**src/rtl/emce_consts.vh**
```
// Constants for the EPROM memory command engine.
`ifndef EMCE_CONSTS_VH
`define EMCE_CONSTS_VH

// ==========================================================================
// Command codes
`define EMCE_CMD_READ_MEM 8'hf0
`define EMCE_CMD_READ_STATUS 8'haa
`define EMCE_CMD_READ_PAGE 8'hc3
`define EMCE_CMD_WRITE_MEM 8'h0f
`define EMCE_CMD_WRITE_STATUS 8'h55

// ==========================================================================
// Field geometry
`define EMCE_DATA_BYTES 16'h0080
`define EMCE_STATUS_BYTES 16'h0008
`define EMCE_DATA_AW 7
`define EMCE_STATUS_AW 3
`define EMCE_PAGE_LAST 5'h1f
`define EMCE_PAGE_HI 6
`define EMCE_PAGE_LO 5
`define EMCE_WP_BYTE 3'h0
`define EMCE_FACTORY_BYTE 3'h7

// ==========================================================================
// Reset contents
`define EMCE_ERASED 8'hff
`define EMCE_FACTORY_VAL 8'h00
`define EMCE_ONES 1'b1

// ==========================================================================
// CRC-8, polynomial x^8+x^5+x^4+1, reflected form for LSB-first shifting
`define EMCE_CRC_POLY 8'h8c
`define EMCE_CRC_INIT 8'h00

// ==========================================================================
// Slot counting
`define EMCE_BIT_LAST 3'h7
`define EMCE_BIT_ZERO 3'h0
`define EMCE_ADDR_ONE 16'h0001

`endif

```
**src/rtl/emce_crc8.v**
```verilog
// Bit-serial CRC-8 accumulator with clear, preload and shift.
`include "emce_consts.vh"

module emce_crc8 (
  input wire clk,
  input wire rst,
  input wire clear,
  input wire load,
  input wire [7:0] load_val,
  input wire shift,
  input wire bit_in,
  output reg [7:0] crc_reg
);

  wire fb;
  reg [7:0] crc_next;

  // ========================================================================
  // Next value; clear and preload take priority over a shift
  assign fb = crc_reg[0] ^ bit_in;

  always @* begin
    crc_next = crc_reg;
    if (clear) begin
      crc_next = `EMCE_CRC_INIT;
    end else if (load) begin
      crc_next = load_val;
    end else if (shift) begin
      crc_next = {1'b0, crc_reg[7:1]} ^ (fb ? `EMCE_CRC_POLY : 8'h00);
    end
  end

  // ========================================================================
  // Accumulator
  always @(posedge clk) begin
    if (rst) begin
      crc_reg <= `EMCE_CRC_INIT;
    end else begin
      crc_reg <= crc_next;
    end
  end

endmodule // emce_crc8

```
**src/rtl/emce_engine.v**
```verilog
// Memory-function command engine of an add-only EPROM slave.
`include "emce_consts.vh"

module emce_engine (
  input wire MCLK,
  input wire RESET,
  input wire BUS_RESET,
  input wire ROM_OK,
  input wire WR_STROBE,
  input wire WR_BIT,
  input wire RD_REQ,
  input wire PROG_PULSE,
  output reg RD_BIT,
  output reg RD_ACK,
  output wire BUSY
);

  // ========================================================================
  // States, one-hot
  localparam [10:0] S_IDLE = 11'h001;
  localparam [10:0] S_CMD = 11'h002;
  localparam [10:0] S_ADDR_LO = 11'h004;
  localparam [10:0] S_ADDR_HI = 11'h008;
  localparam [10:0] S_DATA = 11'h010;
  localparam [10:0] S_CRC = 11'h020;
  localparam [10:0] S_READ = 11'h040;
  localparam [10:0] S_ECRC = 11'h080;
  localparam [10:0] S_PROG = 11'h100;
  localparam [10:0] S_VERIFY = 11'h200;
  localparam [10:0] S_ONES = 11'h400;

  // ========================================================================
  // Command decode helpers
  function is_status;
    input [7:0] c;
    begin
      is_status = (c == `EMCE_CMD_READ_STATUS) ||
                  (c == `EMCE_CMD_WRITE_STATUS);
    end
  endfunction

  function is_write;
    input [7:0] c;
    begin
      is_write = (c == `EMCE_CMD_WRITE_MEM) ||
                 (c == `EMCE_CMD_WRITE_STATUS);
    end
  endfunction

  function is_known;
    input [7:0] c;
    begin
      is_known = (c == `EMCE_CMD_READ_MEM) ||
                 (c == `EMCE_CMD_READ_PAGE) ||
                 is_status(c) || is_write(c);
    end
  endfunction

  // ========================================================================
  // State and storage
  reg [10:0] state_reg;
  reg [10:0] state_next;
  reg [2:0] bit_reg;
  reg [7:0] cmd_reg;
  reg [7:0] shift_reg;
  reg [15:0] addr_reg;
  reg [7:0] data_reg;
  reg [7:0] data_mem [0:127];
  reg [7:0] status_mem [0:7];
  integer i;

  wire wr_ok;
  wire rd_ok;
  wire byte_done;
  wire [7:0] byte_in;
  wire [15:0] addr_inc;
  wire [15:0] limit;
  wire in_range;
  wire inc_in_range;
  wire [7:0] cur_byte;
  wire wp_bit;
  wire [7:0] crc_val;
  reg crc_clear;
  reg crc_load;
  reg crc_shift;
  reg crc_bit;
  reg out_bit;

  // ========================================================================
  // Slot qualification; writes only count in receiving states
  assign wr_ok = WR_STROBE && (state_reg == S_CMD || state_reg == S_ADDR_LO ||
                 state_reg == S_ADDR_HI || state_reg == S_DATA);
  assign rd_ok = RD_REQ && (state_reg == S_CRC || state_reg == S_READ ||
                 state_reg == S_ECRC || state_reg == S_VERIFY);
  assign byte_done = (wr_ok || rd_ok) && (bit_reg == `EMCE_BIT_LAST);
  assign byte_in = {WR_BIT, shift_reg[7:1]};
  assign addr_inc = addr_reg + `EMCE_ADDR_ONE;

  assign limit = is_status(cmd_reg) ? `EMCE_STATUS_BYTES : `EMCE_DATA_BYTES;
  assign in_range = addr_reg < limit;
  assign inc_in_range = addr_inc < limit;
  assign cur_byte = is_status(cmd_reg) ?
                    status_mem[addr_reg[`EMCE_STATUS_AW-1:0]] :
                    data_mem[addr_reg[`EMCE_DATA_AW-1:0]];
  // A cleared write-protect bit locks its page
  assign wp_bit = status_mem[`EMCE_WP_BYTE][addr_reg[`EMCE_PAGE_HI:
                                                    `EMCE_PAGE_LO]];
  assign BUSY = (state_reg != S_IDLE);

  // ========================================================================
  // CRC accumulator
  emce_crc8 u_crc (
    .clk(MCLK),
    .rst(RESET),
    .clear(crc_clear),
    .load(crc_load),
    .load_val(addr_inc[7:0]),
    .shift(crc_shift),
    .bit_in(crc_bit),
    .crc_reg(crc_val)
  );

  // ========================================================================
  // Bit source for read slots; idle and finished states answer ones
  always @* begin
    out_bit = `EMCE_ONES;
    case (state_reg)
      S_CRC, S_ECRC: out_bit = crc_val[bit_reg];
      S_READ, S_VERIFY: out_bit = cur_byte[bit_reg];
      default: out_bit = `EMCE_ONES;
    endcase
  end

  // ========================================================================
  // Sequencer and CRC control
  always @* begin
    state_next = state_reg;
    crc_clear = 1'b0;
    crc_load = 1'b0;
    crc_shift = 1'b0;
    crc_bit = WR_BIT;
    case (state_reg)
      S_IDLE: begin
        if (ROM_OK) begin
          crc_clear = 1'b1;
          state_next = S_CMD;
        end
      end
      S_CMD: begin
        crc_shift = wr_ok;
        if (byte_done) begin
          state_next = is_known(byte_in) ? S_ADDR_LO : S_ONES;
        end
      end
      S_ADDR_LO: begin
        crc_shift = wr_ok;
        if (byte_done) begin
          state_next = S_ADDR_HI;
        end
      end
      S_ADDR_HI: begin
        crc_shift = wr_ok;
        if (byte_done) begin
          // Writes collect a data byte first
          state_next = is_write(cmd_reg) ? S_DATA : S_CRC;
        end
      end
      S_DATA: begin
        crc_shift = wr_ok;
        if (byte_done) begin
          state_next = S_CRC;
        end
      end
      S_CRC: begin
        if (byte_done) begin
          if (is_write(cmd_reg)) begin
            state_next = S_PROG;
          end else begin
            // Data CRC starts from zero
            crc_clear = 1'b1;
            state_next = in_range ? S_READ : S_ONES;
          end
        end
      end
      S_READ: begin
        // Stream bytes, each bit into CRC
        crc_shift = rd_ok;
        crc_bit = out_bit;
        if (byte_done) begin
          // Page read breaks for a CRC at each page end
          if (!inc_in_range || (cmd_reg == `EMCE_CMD_READ_PAGE &&
              addr_reg[`EMCE_PAGE_LO-1:0] == `EMCE_PAGE_LAST)) begin
            state_next = S_ECRC;
          end
        end
      end
      S_ECRC: begin
        // End CRC; status CRC same path
        if (byte_done) begin
          if (cmd_reg == `EMCE_CMD_READ_PAGE && in_range) begin
            crc_clear = 1'b1;
            state_next = S_READ;
          end else begin
            state_next = S_ONES;
          end
        end
      end
      S_PROG: begin
        if (PROG_PULSE) begin
          state_next = S_VERIFY;
        end
      end
      S_VERIFY: begin
        if (byte_done) begin
          // Preload CRC with new address low byte
          crc_load = 1'b1;
          state_next = S_DATA;
        end
      end
      S_ONES: state_next = S_ONES;
      default: state_next = S_IDLE;
    endcase
  end

  // ========================================================================
  // State, counters and captured bytes
  always @(posedge MCLK) begin
    if (RESET) begin
      state_reg <= S_IDLE;
      bit_reg <= `EMCE_BIT_ZERO;
      cmd_reg <= 8'h00;
      shift_reg <= 8'h00;
      addr_reg <= 16'h0000;
      data_reg <= 8'h00;
    end else if (BUS_RESET) begin
      // Abort; no CRC on early end
      state_reg <= S_IDLE;
      bit_reg <= `EMCE_BIT_ZERO;
    end else begin
      state_reg <= state_next;
      if (wr_ok || rd_ok) begin
        bit_reg <= bit_reg + 3'h1;
      end
      if (wr_ok) begin
        shift_reg <= byte_in;
      end
      if (byte_done) begin
        case (state_reg)
          S_CMD: cmd_reg <= byte_in;
          S_ADDR_LO: addr_reg[7:0] <= byte_in;
          S_ADDR_HI: addr_reg[15:8] <= byte_in;
          S_DATA: data_reg <= byte_in;
          S_READ, S_VERIFY: addr_reg <= addr_inc;
          // Page read keeps the address, already stepped past the page just closed
          S_ECRC: addr_reg <= addr_reg;
          default: addr_reg <= addr_reg;
        endcase
      end
    end
  end

  // ========================================================================
  // EPROM arrays; contents only ever lose ones
  // Reset restores the erased image and the factory byte since there is no non-volatile cell
  always @(posedge MCLK) begin
    if (RESET) begin
      for (i = 0; i < `EMCE_DATA_BYTES; i = i + 1) begin
        data_mem[i] <= `EMCE_ERASED;
      end
      for (i = 0; i < `EMCE_STATUS_BYTES; i = i + 1) begin
        status_mem[i] <= `EMCE_ERASED;
      end
      status_mem[`EMCE_FACTORY_BYTE] <= `EMCE_FACTORY_VAL;
    end else if (!BUS_RESET && state_reg == S_PROG && PROG_PULSE &&
                 in_range) begin
      if (is_status(cmd_reg)) begin
        status_mem[addr_reg[`EMCE_STATUS_AW-1:0]] <=
          status_mem[addr_reg[`EMCE_STATUS_AW-1:0]] & data_reg;
      end else if (wp_bit) begin
        // Zeros in data clear bits; protect check
        data_mem[addr_reg[`EMCE_DATA_AW-1:0]] <=
          data_mem[addr_reg[`EMCE_DATA_AW-1:0]] & data_reg;
      end
    end
  end

  // ========================================================================
  // Read slot answer, one cycle after the request
  always @(posedge MCLK) begin
    if (RESET) begin
      RD_BIT <= `EMCE_ONES;
      RD_ACK <= 1'b0;
    end else begin
      RD_ACK <= RD_REQ;
      if (RD_REQ) begin
        // Verify byte comes from the array
        RD_BIT <= BUS_RESET ? `EMCE_ONES : out_bit;
      end
    end
  end

endmodule // emce_engine

```
**config.mk**
```make
export PLATFORM = sky130hd
export DESIGN_NAME = emce_engine
export DESIGN_NICKNAME = d
export VERILOG_FILES = /design/src/rtl/emce_crc8.v /design/src/rtl/emce_engine.v
export VERILOG_INCLUDE_DIRS = /design/src /design/src/rtl
export SDC_FILE = /design/constraint.sdc
export NUM_CORES = 2
export LEC_CHECK = 0
export BUFFER_PORTS_ARGS = -buffer_cell sky130_fd_sc_hd__buf_2
export CAP_MARGIN = 20
export CORE_MARGIN = 5
export CORE_UTILIZATION = 35
export DETAILED_ROUTE_END_ITERATION = 10
export GPL_TIMING_DRIVEN = 0
export SLEW_MARGIN = 15
export SYNTH_ARGS = -nofsm -noshare
export SYNTH_HDL_FRONTEND = slang
export SYNTH_SLANG_ARGS = --single-unit
```
**constraint.sdc**
```tcl
create_clock -name MCLK -period 5.1 [get_ports MCLK]
set_input_delay 1.02 -clock MCLK [delete_from_list [all_inputs] [get_ports MCLK]]
set_output_delay 1.02 -clock MCLK [all_outputs]
set_load 0.1 [all_outputs]
```
==> metrics.txt <==
terminus of the critical flop-to-flop path data_mem[68][3]; R2R depth 12; # port buffers 8; design area around 60,000 um2; Root Buffer Master clkbuf_16; clk buf depth 3; FILL cells between 10,000 and 15,000; outcome complete, but fails checks; Starting Density 35.3%; vias per std cell between 6 and 7; R2R Setup Slk -160 ps; Syn Inst Count slightly below 4,000; hold path depth 2; Post-synth EDFFs 1,088; Synth Warn # 0; synth top area cells edfxtp_1 (62%), mux4_2 (10%), nand2_1 (8.6%); FMAX about 190 MHz; post-route ant nets 0; Final Hold Viols 0; Reg power frac 53.4%; clock network fraction of total power 42.9%; DRC viols 0; Async S/R FF share, synth 0%; largest net degree at the start of global routing 20; vias in the first global route around 35,000; CTS buffer count 118; failing checks setup timing; maxcap violations 0; synthesis-to-layout area growth 14.5%; Hold Path End u_crc.crc_reg[4]; post-synth top area cell edfxtp_1; total net switching power 4540 uW; Final Slew Violations 0; post-DP HPWL approximately 150,000 um; Rows approximately 140; Worst setup SP type flip-flop; top-count cell post-synth nand2_1; Final period util 103%; CTS H-tree depth 3; Least-Margin Pin Slew ~1400 ps; first-pass GRT wire length approximately 290,000 um; CTS Sinks around 1,200; area occupied by registers roughly 34,000 um2; vias ~37,000; residual overflow from global routing 0; prevailing post-synth register cell edfxtp_1; WL per Instance 35.3 um; CP arrival between 5000 and 6000 ps; initial antenna violation count 18; # setup viols final between 100 and 150; Net Count, Synth around 4,000; max FFs per register 1,024; Clk Latency, worst-skew pair 780 ps; core area 148,000 um2; internal power approximately 16,000 uW; I/O Pins 11; leading cell types by count after synthesis nand2_1 (1,199), edfxtp_1 (1,088), nor2_1 (253); DRT Pass-1 Iters 6; hold slack roughly 500 ps; DRT iter0 DRCs approximately 6,300; DIE AREA approximately 160,000 um2; min cycle time layout 5260 ps; Max-slew headroom under 10%; DP Area around 55,000 um2; Pwr Density between 300 and 400 nW/um2; final worst slack -160 ps; Placer Congestion around 1.0; FF+latch count, synth between 1,000 and 1,500; DIE WIDTH between 300 and 400 um; TritonCTS clock tree yes; leakage power between 0.015 and 0.02 uW; nets 4,105; Syn Area/Cell around 13 um2; Synth Cell Area approximately 52,000 um2; clk_skew a little under 40 ps; hold wc startpoint u_crc.crc_reg[4]; hold crit path type flip-flop to flip-flop; share of layout cells above drive strength 1 ~22%; crit path kind flip-flop to flip-flop; multi-input logic area 17,400 um2; Clock transition at path regs roughly 60 ps; register area share after synthesis between 60% and 70%; Setup crit end kind flip-flop; Sw Share 22.2%; WL final between 200,000 and 250,000 um; Req. time, crit path 5600 ps; Synth top area share roughly 62%; worst-path maximum fanout 10; die height approximately 400 um; gr usage total roughly 27%; maximum VDD drop around 0.27 mV; combinational share of power under 10%; synth unique cells 89
## layout make-up
cell class              instances  share of cell area, %
multi-input cells            2489                   29.1
inverters                      19                  0.121
clock inverters                72                   1.21
repair buffers                 34                  0.592
diodes                         12                 0.0502
well taps                    1930                   4.04
plain buffers                 272                   2.78
flip-flops and latches       1158                   56.9
clock buffers                 148                   5.16
## logic make-up after synthesis
logic type	synth area share, %
AOI/OAI and AO/OA	3.46
muxes	13.5
adders and majority gates	0.120
DFF	65.2
buffers and inverters	2.82
and+or+nand+nor	14.8
xor gates and xnor gates	0.151
## worst max-delay path by stage
stage / startpoint / end / slack (ps) / cells past startpoint
floorplan: cmd_reg[7] / data_mem[100][0] / 1200 / 15
global placement: flip-flop / data_mem[16][0] / -2210 / 15
detailed placement: addr_reg[4] / data_mem[44][5] / -1840 / 12
CTS: flip-flop / data_mem[27][5] / -9 / 13
global route: cmd_reg[7] / data_mem[117][3] / -0.5 / 15
finish: flip-flop / data_mem[68][3] / -160 / 12
## per-stage QoR
stage / worst slack [ps] / total power [uW] / std cells / util, % / TNS [ps]
4_1_cts: -8.69 / 20400 / 6122 / 40.3 / -8.69
6_report: -160 / 20500 / 6134 / 40.4 / -4070
3_3_place_gp: -2210 / 11800 / 5882 / 36.9 / -3014180
5_1_grt: -0.456 / 20900 / 6124 / 40.4 / -0.456
2_1_floorplan: 1200 / 11500 / 3944 / - / 0
3_5_place_dp: -1840 / 11900 / 5897 / 37.1 / -1988430
## worst max-delay path: stages (launching register included)
cell	delay (ps)
dfxtp_1	300
buf_2	360
buf_2	560
nor2b_1	960
a22o_1	300
a211oi_1	80
a2111oi_2	570
a2bb2oi_2	250
nand2_1	270
clkbuf_2	440
buf_16	220
clkbuf_1	470
nand2_1	140
## layer usage
metal  vias to the layer above  global-route usage (%)  share of wire, %
met5                         -                       0             0.027
met4                         8                    14.6               6.5
met3                       571                    10.6                15
met2                      2916                    38.8                42
met1                     18900                    35.3                36
li1                      14800                       -                 -
## power by group through the flow
| stage | Sequential [uW] | Combinational [uW] | Clock, uW |
|---|---|---|---|
| 3_5_place_dp | 11100 | 725 | 0 |
| 3_3_place_gp | 11100 | 717 | 0 |
| 6_report | 10900 | 758 | 8780 |
| 2_1_floorplan | 11100 | 417 | 0 |
| 4_1_cts | 10900 | 732 | 8780 |
| 5_1_grt | 11000 | 766 | 9190 |
## cells in the final DEF, fill, tap and decap left out, drive strengths merged, types with 11 or more instances in the layout
| cell type | count |
|---|---|
| clkinv | 49 |
| bufinv | 12 |
| buf | 137 |
| mux2i | 148 |
| a21oi | 26 |
| nor3 | 17 |
| and3 | 16 |
| a22oi | 58 |
| diode | 12 |
| o21ai | 40 |
| clkbuf | 317 |
| nand3 | 52 |
| nand2 | 1199 |
| dfxtp | 70 |
| nand2b | 26 |
| or2 | 142 |
| nand4 | 32 |
| a311oi | 12 |
| nor2 | 254 |
| mux4 | 235 |
| edfxtp | 1088 |
| and2 | 13 |
| mux2 | 23 |
| a211oi | 16 |
| inv | 25 |
| nor2b | 32 |
| nor4 | 12 |
| o31ai | 11 |
## timing repair
action,CTS,global route
setup endpoints to repair,2062,1187
setup buffers,8,3
pin swaps,7,2
resized for setup,288,49
hold buffers,0,0
Power figures use the tool's default switching activity.
